`config.mk`:
```
export PLATFORM = sky130hd
export DESIGN_NAME = wtc_ctrl
export DESIGN_NICKNAME = d
export VERILOG_FILES = /design/src/logic/wtc_pkg.sv /design/src/logic/wtc_tap_decode.sv /design/src/logic/wtc_ctrl.sv
export SDC_FILE = /design/constraint.sdc
export NUM_CORES = 1
export LEC_CHECK = 0
export ABC_CLOCK_PERIOD_IN_PS = 2830
export BUFFER_PORTS_ARGS = -buffer_cell sky130_fd_sc_hd__buf_2
export CORE_AREA = 2 2 238 240
export DETAILED_ROUTE_END_ITERATION = 10
export DIE_AREA = 0 0 240 242
export PLACE_DENSITY = 0.66
export SLEW_MARGIN = 10
export SYNTH_ARGS = -nofsm -noshare
export SYNTH_HDL_FRONTEND = slang
export SYNTH_HIERARCHICAL = 1
export SYNTH_SLANG_ARGS = --single-unit
```
`constraint.sdc`:
```
create_clock -name clk_in -period 2.83 [get_ports clk_in]
set_input_delay 0.566 -clock clk_in [delete_from_list [all_inputs] [get_ports clk_in]]
set_output_delay 0.566 -clock clk_in [all_outputs]
set_load 0.01 [all_outputs]
```
`src/logic/wtc_pkg.sv`:
```
package wtc_pkg;

  // Widths
  localparam int WIPER_W = 9;
  localparam int TAP_N = 257;
  localparam int TERMINAL_CONTROL_REG_W = 9;
  localparam int NET_MAX = 2;
  localparam int ADDR_W = 12;

  // Scale codes per resolution
  localparam logic [8:0] FS_8BIT = 9'h100;
  localparam logic [8:0] FS_7BIT = 9'h080;
  localparam logic [8:0] MID_8BIT = 9'h080;
  localparam logic [8:0] MID_7BIT = 9'h040;
  localparam logic [8:0] ZERO_CODE = 9'h000;
  localparam logic [8:0] ONE_CODE = 9'h001;

  // Values after reset and fixed read values
  localparam logic [8:0] TERMINAL_CONTROL_REG_RESET = 9'h1ff;
  localparam logic [8:0] RSVD5_VALUE = 9'h1f7;
  localparam logic [31:0] PRDATA_RESET = 32'h0000_0000;

  // Register indices; byte address is four times the index
  localparam logic [5:0] IDX_WIPER0 = 6'h00;
  localparam logic [5:0] IDX_WIPER1 = 6'h01;
  localparam logic [5:0] IDX_TERMINAL_CONTROL_REG = 6'h04;
  localparam logic [5:0] IDX_RSVD5 = 6'h05;
  localparam logic [5:0] IDX_STEP_CMD = 6'h10;
  localparam logic [5:0] IDX_STATUS = 6'h11;

  localparam logic [11:0] ADDR_WIPER0 = {4'h0, IDX_WIPER0, 2'b00};
  localparam logic [11:0] ADDR_WIPER1 = {4'h0, IDX_WIPER1, 2'b00};
  localparam logic [11:0] ADDR_TERMINAL_CONTROL_REG = {4'h0, IDX_TERMINAL_CONTROL_REG, 2'b00};
  localparam logic [11:0] ADDR_RSVD5 = {4'h0, IDX_RSVD5, 2'b00};
  localparam logic [11:0] ADDR_STEP_CMD = {4'h0, IDX_STEP_CMD, 2'b00};
  localparam logic [11:0] ADDR_STATUS = {4'h0, IDX_STATUS, 2'b00};

  // Terminal-control field layout; network n occupies bits 4n+3..4n
  localparam int TERMINAL_CONTROL_REG_NET_STRIDE = 4;
  localparam int TERMINAL_CONTROL_REG_B_OFS = 0;
  localparam int TERMINAL_CONTROL_REG_W_OFS = 1;
  localparam int TERMINAL_CONTROL_REG_A_OFS = 2;
  localparam int TERMINAL_CONTROL_REG_HW_OFS = 3;
  localparam int TERMINAL_CONTROL_REG_GCEN_BIT = 8;

  // Step command register fields
  localparam int STEP_INC_BIT = 0;
  localparam int STEP_DEC_BIT = 1;
  localparam int STEP_NET_BIT = 4;

  // Status register fields
  localparam int STAT_SHDN_BIT0 = 0;
  localparam int STAT_FULL_BIT0 = 4;
  localparam int STAT_DUAL_BIT = 8;
  localparam int STAT_EIGHT_BIT = 9;

endpackage

```
`src/logic/wtc_tap_decode.sv`:
```
`timescale 1ns/1ps
module wtc_tap_decode
  import wtc_pkg::*;
#(
  parameter bit EIGHT_BIT = 1'b1
) (
  // Clock and reset
  input wire logic clk_in,
  input wire logic arst_n_in,
  // Wiper code and applied terminal-control nibble
  input wire logic [WIPER_W-1:0] code_in,
  input wire logic [3:0] terminal_control_reg_nib_in,
  // Switch drives
  output logic [TAP_N-1:0] tap_sel_out,
  output logic term_a_out,
  output logic wiper_out,
  output logic term_b_out
);

  localparam logic [8:0] FS = EIGHT_BIT ? FS_8BIT : FS_7BIT;

  wire shutdown = !terminal_control_reg_nib_in[TERMINAL_CONTROL_REG_HW_OFS];
  wire above_fs = (code_in > FS);
  wire [8:0] clamped = above_fs ? FS : code_in;
  // Shutdown parks the tap at zero scale so W meets B through its own switch
  wire [8:0] pos = shutdown ? ZERO_CODE : clamped;
  wire [TAP_N-1:0] tap_nxt;

  // One comparator per tap; pos is a single value, so exactly one matches
  genvar i;
  generate
    for (i = 0; i < TAP_N; i++) begin : g_tap
      assign tap_nxt[i] = (pos == 9'(i));
    end
  endgenerate

  wire a_nxt = shutdown ? 1'b0 : terminal_control_reg_nib_in[TERMINAL_CONTROL_REG_A_OFS];
  wire w_nxt = shutdown ? 1'b1 : terminal_control_reg_nib_in[TERMINAL_CONTROL_REG_W_OFS];
  wire b_nxt = shutdown ? 1'b1 : terminal_control_reg_nib_in[TERMINAL_CONTROL_REG_B_OFS];

  always_ff @(posedge clk_in or negedge arst_n_in) begin
    if (!arst_n_in) begin
      tap_sel_out <= '0;
      term_a_out <= 1'b0;
      wiper_out <= 1'b0;
      term_b_out <= 1'b0;
    end else begin
      tap_sel_out <= tap_nxt;
      term_a_out <= a_nxt;
      wiper_out <= w_nxt;
      term_b_out <= b_nxt;
    end
  end

endmodule

```
`src/logic/wtc_ctrl.sv`:
```
`timescale 1ns/1ps
module wtc_ctrl
  import wtc_pkg::*;
#(
  parameter int NUM_NETS = 2,
  parameter bit EIGHT_BIT = 1'b1
) (
  // Clock and reset
  input wire logic clk_in,
  input wire logic arst_n_in,
  // APB slave
  input wire logic psel_in,
  input wire logic penable_in,
  input wire logic pwrite_in,
  input wire logic [ADDR_W-1:0] paddr_in,
  input wire logic [31:0] pwdata_in,
  output logic [31:0] prdata_out,
  output logic pready_out,
  output logic pslverr_out,
  // Network 0 switches
  output logic [TAP_N-1:0] net0_tap_sel_out,
  output logic net0_term_a_pin_out,
  output logic net0_wiper_pin_out,
  output logic net0_term_b_pin_out,
  // Network 1 switches
  output logic [TAP_N-1:0] net1_tap_sel_out,
  output logic net1_term_a_pin_out,
  output logic net1_wiper_pin_out,
  output logic net1_term_b_pin_out,
  // General call enable kept for the serial front end
  output logic gcen_out
);

  localparam logic [8:0] FS = EIGHT_BIT ? FS_8BIT : FS_7BIT;
  localparam logic [8:0] MID = EIGHT_BIT ? MID_8BIT : MID_7BIT;

  // APB phase decode
  wire setup_ph = psel_in && !penable_in;
  wire access_ph = psel_in && penable_in;
  wire wr_en = access_ph && pwrite_in;

  wire hit_w0 = (paddr_in == ADDR_WIPER0);
  wire hit_w1 = (paddr_in == ADDR_WIPER1) && (NUM_NETS > 1);
  wire hit_terminal_control_reg = (paddr_in == ADDR_TERMINAL_CONTROL_REG);
  wire hit_rsvd5 = (paddr_in == ADDR_RSVD5);
  wire hit_step = (paddr_in == ADDR_STEP_CMD);
  wire hit_stat = (paddr_in == ADDR_STATUS);
  wire addr_hit = hit_w0 || hit_w1 || hit_terminal_control_reg || hit_rsvd5 || hit_step || hit_stat;

  // Zero wait states; unmapped addresses answer with an error
  assign pready_out = access_ph;
  assign pslverr_out = access_ph && !addr_hit;

  // State
  logic [WIPER_W-1:0] wiper_r [NET_MAX];
  logic [WIPER_W-1:0] wiper_nxt [NET_MAX];
  logic [TERMINAL_CONTROL_REG_W-1:0] terminal_control_reg_r;
  logic [TERMINAL_CONTROL_REG_W-1:0] terminal_control_reg_app_r;
  logic [31:0] prdata_r;

  wire [NET_MAX-1:0] hit_wiper = {hit_w1, hit_w0};
  wire step_net = pwdata_in[STEP_NET_BIT];
  wire step_inc = pwdata_in[STEP_INC_BIT];
  wire step_dec = pwdata_in[STEP_DEC_BIT];

  logic [NET_MAX-1:0] shdn_now;
  logic [NET_MAX-1:0] full_now;
  logic [TAP_N-1:0] tap_sel [NET_MAX];
  logic [NET_MAX-1:0] pin_a;
  logic [NET_MAX-1:0] pin_w;
  logic [NET_MAX-1:0] pin_b;

  genvar n;
  generate
    for (n = 0; n < NET_MAX; n++) begin : g_net
      wire [WIPER_W-1:0] code = wiper_r[n];
      wire step_here = wr_en && hit_step && (step_net == 1'(n)) && (n < NUM_NETS);
      // Reserved codes sit above full scale and refuse both directions
      wire inc_ok = (code < FS);
      wire dec_ok = (code != ZERO_CODE) && (code <= FS);
      wire do_inc = step_here && step_inc && !step_dec && inc_ok;
      wire do_dec = step_here && step_dec && !step_inc && dec_ok;
      wire do_wr = wr_en && hit_wiper[n];

      // Writes land regardless of shutdown state
      assign wiper_nxt[n] = do_wr ? pwdata_in[WIPER_W-1:0] :
                            do_inc ? 9'(code + ONE_CODE) :
                            do_dec ? 9'(code - ONE_CODE) :
                            code;

      always_ff @(posedge clk_in or negedge arst_n_in) begin
        if (!arst_n_in) begin
          wiper_r[n] <= MID;
        end else begin
          wiper_r[n] <= wiper_nxt[n];
        end
      end

      assign shdn_now[n] = !terminal_control_reg_app_r[n*TERMINAL_CONTROL_REG_NET_STRIDE + TERMINAL_CONTROL_REG_HW_OFS];
      assign full_now[n] = (code >= FS);

      if (n < NUM_NETS) begin : g_live
        // Zero decodes to B tap, full scale to A tap
        wtc_tap_decode #(
          .EIGHT_BIT(EIGHT_BIT)
        ) u_dec (
          .clk_in(clk_in),
          .arst_n_in(arst_n_in),
          .code_in(code),
          .terminal_control_reg_nib_in(terminal_control_reg_app_r[n*TERMINAL_CONTROL_REG_NET_STRIDE +: TERMINAL_CONTROL_REG_NET_STRIDE]),
          .tap_sel_out(tap_sel[n]),
          .term_a_out(pin_a[n]),
          .wiper_out(pin_w[n]),
          .term_b_out(pin_b[n])
        );
      end else begin : g_absent
        // Missing network keeps every switch open
        assign tap_sel[n] = '0;
        assign pin_a[n] = 1'b0;
        assign pin_w[n] = 1'b0;
        assign pin_b[n] = 1'b0;
      end
    end
  endgenerate

  // Terminal control: stored copy and the copy that drives the switches
  wire [TERMINAL_CONTROL_REG_W-1:0] terminal_control_reg_nxt = (wr_en && hit_terminal_control_reg) ? pwdata_in[TERMINAL_CONTROL_REG_W-1:0] : terminal_control_reg_r;

  always_ff @(posedge clk_in or negedge arst_n_in) begin
    if (!arst_n_in) begin
      terminal_control_reg_r <= TERMINAL_CONTROL_REG_RESET;
      terminal_control_reg_app_r <= TERMINAL_CONTROL_REG_RESET;
    end else begin
      terminal_control_reg_r <= terminal_control_reg_nxt;
      // Switches follow only once the bus write has finished
      terminal_control_reg_app_r <= terminal_control_reg_r;
    end
  end

  // Read mux; reserved status bits read as zero, the reserved register reads RSVD5_VALUE
  wire [31:0] stat_word = {22'h000000,
                           EIGHT_BIT,
                           (NUM_NETS > 1),
                           2'b00,
                           full_now,
                           2'b00,
                           shdn_now};
  wire [31:0] rd_mux = hit_w0 ? {23'h000000, wiper_r[0]} :
                       hit_w1 ? {23'h000000, wiper_r[1]} :
                       hit_terminal_control_reg ? {23'h000000, terminal_control_reg_r} :
                       hit_rsvd5 ? {23'h000000, RSVD5_VALUE} :
                       hit_stat ? stat_word :
                       32'h0000_0000;

  // Read data captured in setup so it is steady through the access phase
  always_ff @(posedge clk_in or negedge arst_n_in) begin
    if (!arst_n_in) begin
      prdata_r <= PRDATA_RESET;
    end else if (setup_ph && !pwrite_in) begin
      prdata_r <= rd_mux;
    end
  end

  assign prdata_out = prdata_r;
  assign gcen_out = terminal_control_reg_app_r[TERMINAL_CONTROL_REG_GCEN_BIT];

  assign net0_tap_sel_out = tap_sel[0];
  assign net0_term_a_pin_out = pin_a[0];
  assign net0_wiper_pin_out = pin_w[0];
  assign net0_term_b_pin_out = pin_b[0];
  assign net1_tap_sel_out = tap_sel[1];
  assign net1_term_a_pin_out = pin_a[1];
  assign net1_wiper_pin_out = pin_w[1];
  assign net1_term_b_pin_out = pin_b[1];

endmodule

```
; ---- Yosys cells after proc, flatten, opt, wreduce, memory -nomap -nowiden
; Index checks and enable logic that the tools add are counted.
[totals]
ff_bits = 588
inputBits = 49
[classes]
eq_ne = 517
addsub = 4
magnitude_cmp = 8
reduce_logical = 44
n_mux = 21
bitwise_logic = 1
[op_table]
columns = op, count
row1 = $eq 9x8->1 const B, 256
row2 = $eq 9x7->1 const B, 128
row3 = $eq 9x6->1 const B, 64
row4 = $eq 9x5->1 const B, 32
row5 = $eq 9x4->1 const B, 16
row6 = $mux 9, 10
row7 = $eq 9x3->1 const B, 8
row8 = $mux 32, 2
row9 = $eq 9x2->1 const B, 4
row10 = $mux 10, 3
row11 = $logic_and 1x1->1, 25
row12 = $eq 12x5->1 const B, 2
row13 = $eq 12x7->1 const B, 2
row14 = $add 9x1->9 const B, 2
row15 = $eq 9x1->1 const B, 2
row16 = $eq 9x9->1 const B, 2
row17 = $ge 9x9->1 const B, 2
row18 = $gt 9x9->1 const B, 2
row19 = $le 9x9->1 const B, 2
row20 = $logic_not 9->1, 2
row21 = $lt 9x9->1 const B, 2
row22 = $reduce_bool 9->1, 2
row23 = $sub 9x1->9 const B, 2
row24 = $eq 12x3->1 const B, 1
row25 = other kinds (6), 22

; ---- Logic depth before layout (Yosys ltp)
[logic_depth]
word_depth = 10
mapped_depth = 12
ltp_nobuf = 11

; ---- Cells and area by module
; The synthesis kept the hierarchy.
[by_module_without_submodules]
columns = mod, n_inst, area_each_um2, seq_area_each_um2, cells_each
row1 = wtc_tap_decode, 2, 8224.1, 6506.2, 657
row2 = wtc_ctrl, 1, 3151.8, 1176.1, 324

; ---- Worst setup path after synthesis
; Ideal clock, no wire load.
[synth_timing]
path_type = input to register
from = input paddr_in[2]
to = register wiper_r (netlist bit g_net[0].code[8])
setup_ns = 0.128
cell_stages = 12
arrival_ns = 3.073
path_slack_ns = -0.371
path_buffers = 1
cell_sequence = buf_2 -> and4b_1 -> and4_1 -> nor3b_1 -> nand2b_1 -> fa_1 -> a21oi_1 -> o2111ai_1 -> a31oi_1 -> nand2_2 -> mux2i_1 -> a31oi_1
[synth_between]
elab_chain_cells = 8
elab_cells_between_ends = 14
cone_classes = eq/ne (1) / mux (2) / reduce/logical (11)
[synth_lines]
columns = element, line
row1 = "start, declared", wtc_ctrl.sv:15  ; input wire logic [ADDR_W-1:0] paddr_in,
row2 = $eq 12x7->1, wtc_ctrl.sv:46  ; wire hit_step = (paddr_in == ADDR_STEP_CMD);
row3 = $logic_and 1x1->1 (2 in a row), wtc_ctrl.sv:77  ; wire step_here = wr_en && hit_step && (step_net == 1'(n)) && (n < NUM_NETS);
row4 = $logic_and 1x1->1 (3 in a row), wtc_ctrl.sv:81  ; wire do_inc = step_here && step_inc && !step_dec && inc_ok;
row5 = $mux 9, wtc_ctrl.sv:87  ; do_inc ? 9'(code + ONE_CODE) :
row6 = $mux 9, wtc_ctrl.sv:86  ; assign wiper_nxt[n] = do_wr ? pwdata_in[WIPER_W-1:0] :
row7 = "end signal, assigned by index", wtc_ctrl.sv:95  ; wiper_r[n] <= wiper_nxt[n];
row8 = "end, declared", wtc_ctrl.sv:55  ; logic [WIPER_W-1:0] wiper_r [NET_MAX];
; Several ways; a longest one is shown, not always the timed one.
; A chain may end at the register's enable or synchronous reset.

; ---- Worst setup path after layout
[layout_timing]
from = input paddr_in[5]
to = register wiper_r (netlist bit g_net[0].code[8])
; Same word-level chain as after synthesis.

==> impl_summary.log <==
[metrics] outcome: complete, no violations
[metrics] Netlist cell types: 72
[metrics] leading cell types by total area after synthesis: sky130_fd_sc_hd__dfrtp_1 70%, sky130_fd_sc_hd__nor2_1 10%, sky130_fd_sc_hd__nand2_1 2.9%
[metrics] Final Slew Violations: 0
[metrics] max frequency: approximately 370 MHz
[metrics] number of buffers inserted during clock tree synthesis: 57
[metrics] via count of the first global-routing pass: between 10000 and 15000
[metrics] number of maximum-capacitance violations: 0
[metrics] category of the most critical setup path: input port to register
[metrics] kind of path behind the tightest hold check: input port to register
[metrics] total congestion overflow after global routing: 0
[metrics] total routed wirelength: 62.4 mm
[metrics] CTS H-tree depth: 2
[metrics] clock tree from TritonCTS: built
[metrics] fin nets: ~2400
[metrics] CP required: roughly 3.3 ns
[metrics] critical-path maximum fanout: 5
[metrics] number of hold-slack violations in the final timing report: 0
[metrics] hold slack final: ~0.25 ns
[metrics] Setup Fix Bufs, Post-CTS: 0
[metrics] critical path capture point type: register
[metrics] vias per inst: a little under 5
[metrics] number of instances in the synthesized netlist: roughly 1600
[metrics] Total Power: about 16 mW
[metrics] cell taking the most area after synthesis: sky130_fd_sc_hd__dfrtp_1
[metrics] final core area utilization: between 40% and 50%
[metrics] Peak supply drop: 0.412 mV
[metrics] detailed-placement wirelength estimate: approximately 46 mm
[metrics] Placed Instances: around 3000
[metrics] synthesized flop and latch total: between 500 and 600
[metrics] share of final-layout standard cells stronger than drive strength 1: a little over a third
[metrics] routed via count: roughly 15000
[metrics] number of synthesized flops with an enable pin: 0
[metrics] post-synth top area share: a little over two thirds
[metrics] buffer cell driving the clock tree root: sky130_fd_sc_hd__clkbuf_16
[metrics] violation count after the first detailed-routing iteration: roughly 1000
[metrics] initial antenna violation count: 1
[metrics] antenna cell count: 0
[metrics] initial core utilization: 35.2%
[metrics] Synth Cell Area: 19600 um^2
[metrics] DIE AREA: around 58000 um^2
[metrics] global-route wire length before repair: approximately 94 mm
[metrics] Final setup viols: 0
[metrics] Final GP Congestion: around 0.9
[metrics] Core Rows: just under 90
[metrics] Pre-antenna DRT Iters: 5
[metrics] I/O pin cnt: between 600 and 700
[metrics] Core Box Area: between 50000 and 60000 um^2
[metrics] ANT nets after route: 0
[metrics] Horiz. Die Dim: ~240 um
[metrics] setup clock skew after layout: ~0.026 ns
[metrics] non-filler cells in the finished layout: 3094
[metrics] routed length per instance: roughly 20 um
[metrics] sequential cell area fraction in the yosys report: 72.4%
[metrics] largest net degree at the start of global routing: 66
[metrics] async set or reset register ratio after synthesis: 100%
[metrics] total of warnings raised by yosys: 6
[metrics] IO buf count: roughly 560
[metrics] CP Launch Type: input port
[metrics] post-route fraction of the period consumed by the critical path: a little over nine tenths
[metrics] Clock Tree Buf Depth: 3
[metrics] commonest register cell after synthesis: sky130_fd_sc_hd__dfrtp_1
[metrics] post-synthesis average cell area: about 12 um^2
[metrics] Relative slew margins: about half
[metrics] Fillers: a little over 5000
[metrics] clock-pin transition on the worst setup and hold timing paths: about 0.070 ns
[metrics] reported leakage power: about 14 nW
[metrics] area delta synth->final: 32.0%
[metrics] total power divided by cell area: between 600 and 700 nW/um^2
[metrics] DRC violation count after routing: 0
[metrics] CP arrival: 3.17 ns
[metrics] Final min period: approximately 2.7 ns
[metrics] insertion delay to the later sink of the worst-skew pair: 0.62 ns
[metrics] clock sink count: roughly 570
[metrics] overall global routing resource usage: 21.2%
[metrics] die boundary height: 242 um
[metrics] transition time at the pin with the least slew margin: a little under 0.8 ns
[metrics] TNS Setup: 0 ns
-- layer usage --
metal  routed length, um  GRT usage, %  vias to the layer above
li1                    -             -                     6538
met1               25800          28.7                     7635
met2               30700          34.5                      593
met3                3780          3.67                      134
met4                2130          7.14                        2
met5                  13             0                        -
-- metrics by stage --
step	worst slack (ns)	cell area, um^2
4_1_cts	0.00765	25800
3_3_place_gp	-0.536	23800
2_1_floorplan	-0.246	19700
3_5_place_dp	-0.634	23800
5_1_grt	-0.0370	25900
6_report	0.116	25900
-- where the power goes --
group / total, mW / internal, mW / switching (mW)
Clock: 8.03 / 4.77 / 3.25
Sequential: 8.10 / 8.09 / 0.00197
Combinational: 0.316 / 0.0827 / 0.234
Total: 16.4 / 13.0 / 3.49
-- final cells by class --
cell class | count | area (um^2) | share of cell area [%]
Multi-Input combinational cell | 999 | 5020 | 19.4
Clock buffer | 69 | 1560 | 6.04
Clock inverter | 37 | 477 | 1.84
Tap cell | 756 | 946 | 3.66
Timing Repair Buffer | 654 | 3630 | 14.0
Sequential cell | 566 | 14200 | 54.8
Inverter | 13 | 48.8 | 0.189
-- state kept, by name, indices dropped and copies added, names as in the netlist --
name / count
g_net.code: 18
g_net.g_live.u_dec/term_b_out: 2
terminal_control_reg_r: 9
terminal_control_reg_app_r: 9
g_net.g_live.u_dec/tap_sel_out: 514
g_net.g_live.u_dec/wiper_out: 2
g_net.g_live.u_dec/term_a_out: 2
prdata_out: 10
-- cells in the final DEF, fill, tap and decap left out, types with 6 or more instances in the layout --
cell type,synthesis,layout
sky130_fd_sc_hd__bufinv_16,0,9
sky130_fd_sc_hd__nor2_1,530,530
sky130_fd_sc_hd__xnor2_1,6,6
sky130_fd_sc_hd__o22ai_1,7,7
sky130_fd_sc_hd__buf_12,0,8
sky130_fd_sc_hd__and4b_1,7,7
sky130_fd_sc_hd__inv_1,13,13
sky130_fd_sc_hd__conb_1,1,22
sky130_fd_sc_hd__buf_4,24,87
sky130_fd_sc_hd__o21ai_0,18,18
sky130_fd_sc_hd__o21ai_1,6,6
sky130_fd_sc_hd__and2_1,12,12
sky130_fd_sc_hd__clkinvlp_4,0,7
sky130_fd_sc_hd__clkbuf_8,0,9
sky130_fd_sc_hd__a21oi_1,32,31
sky130_fd_sc_hd__ha_1,14,14
sky130_fd_sc_hd__nor2b_1,14,14
sky130_fd_sc_hd__nor3_1,17,17
sky130_fd_sc_hd__buf_2,41,557
sky130_fd_sc_hd__and4bb_2,10,10
sky130_fd_sc_hd__clkbuf_16,0,57
sky130_fd_sc_hd__clkinv_2,0,12
sky130_fd_sc_hd__mux2i_1,12,12
sky130_fd_sc_hd__mux2_2,10,10
sky130_fd_sc_hd__nand2_1,151,151
sky130_fd_sc_hd__xor2_1,7,7
sky130_fd_sc_hd__a22oi_1,6,6
sky130_fd_sc_hd__and4_1,6,6
sky130_fd_sc_hd__dfrtp_1,546,546
sky130_fd_sc_hd__nand2b_1,10,9
sky130_fd_sc_hd__dfstp_2,20,20
sky130_fd_sc_hd__nand3_1,19,19
-- worst paths after layout --
path	from	to	slack (ns)	depth (start not counted)
min	pwdata_in[2]	g_net[1].code[2]	0.25	3
min in group asynchronous	arst_n_in	g_net[1].g_live.u_dec/tap_sel_out[203]	0.55	2
min reg2reg	terminal_control_reg_r[3]	terminal_control_reg_app_r[3]	0.37	0
max	paddr_in[5]	g_net[0].code[8]	0.12	13
max reg2reg	g_net[0].code[1]	g_net[0].code[8]	0.45	7
max in group asynchronous	arst_n_in	g_net[0].g_live.u_dec/tap_sel_out[100]	1.36	4
-- critical path, stage by stage --
cell                        delay, ns
sky130_fd_sc_hd__buf_2           0.14
sky130_fd_sc_hd__nor4b_4         0.30
sky130_fd_sc_hd__and4_1          0.28
sky130_fd_sc_hd__nor3b_4         0.31
sky130_fd_sc_hd__nand2b_4        0.11
sky130_fd_sc_hd__buf_4           0.15
sky130_fd_sc_hd__fa_2            0.36
sky130_fd_sc_hd__a21oi_4         0.18
sky130_fd_sc_hd__o2111ai_2       0.18
sky130_fd_sc_hd__a31oi_2         0.26
sky130_fd_sc_hd__nand2_2         0.08
sky130_fd_sc_hd__mux2i_1         0.16
sky130_fd_sc_hd__a31oi_1         0.10
-- kinds of logic (layout without fill, tap and decap cells) --
logic type	count (synthesis)	in the layout	share of synthesized area, %
AO/OA/AOI/OAI	114	114	3.87
XOR/XNOR	13	13	0.581
adder cells (fa/ha/maj)	16	16	1.10
buffers and inverters	94	773	2.64
flip-flops	566	566	72.4
multiplexers	24	24	1.32
other	1	22	0.0191
AND/OR/NAND/NOR	810	810	18.1
-- repair_timing --
item / 4_1_cts / 5_1_grt
hold endpoints to repair: 54 / 0
endpoints found under the setup margin: 0 / 3
gates resized for setup: 0 / 7
hold buffers: 1 / 0
-- synth_stat cells (6+ instances only) --
cell type and number:
sky130_fd_sc_hd__a21oi_1 32, sky130_fd_sc_hd__a22oi_1 6, sky130_fd_sc_hd__and2_1 12, sky130_fd_sc_hd__and4_1 6
sky130_fd_sc_hd__and4b_1 7, sky130_fd_sc_hd__and4bb_2 10, sky130_fd_sc_hd__buf_2 41, sky130_fd_sc_hd__buf_4 24
sky130_fd_sc_hd__clkbuf_1 13, sky130_fd_sc_hd__dfrtp_1 546, sky130_fd_sc_hd__dfstp_2 20, sky130_fd_sc_hd__ha_1 14
sky130_fd_sc_hd__inv_1 13, sky130_fd_sc_hd__mux2_2 10, sky130_fd_sc_hd__mux2i_1 12, sky130_fd_sc_hd__nand2_1 151
sky130_fd_sc_hd__nand2b_1 10, sky130_fd_sc_hd__nand3_1 19, sky130_fd_sc_hd__nor2_1 530, sky130_fd_sc_hd__nor2b_1 14
sky130_fd_sc_hd__nor3_1 17, sky130_fd_sc_hd__o21ai_0 18, sky130_fd_sc_hd__o21ai_1 6, sky130_fd_sc_hd__o22ai_1 7
sky130_fd_sc_hd__xnor2_1 6, sky130_fd_sc_hd__xor2_1 7
No activity file was read; power rests on OpenSTA's default activity.
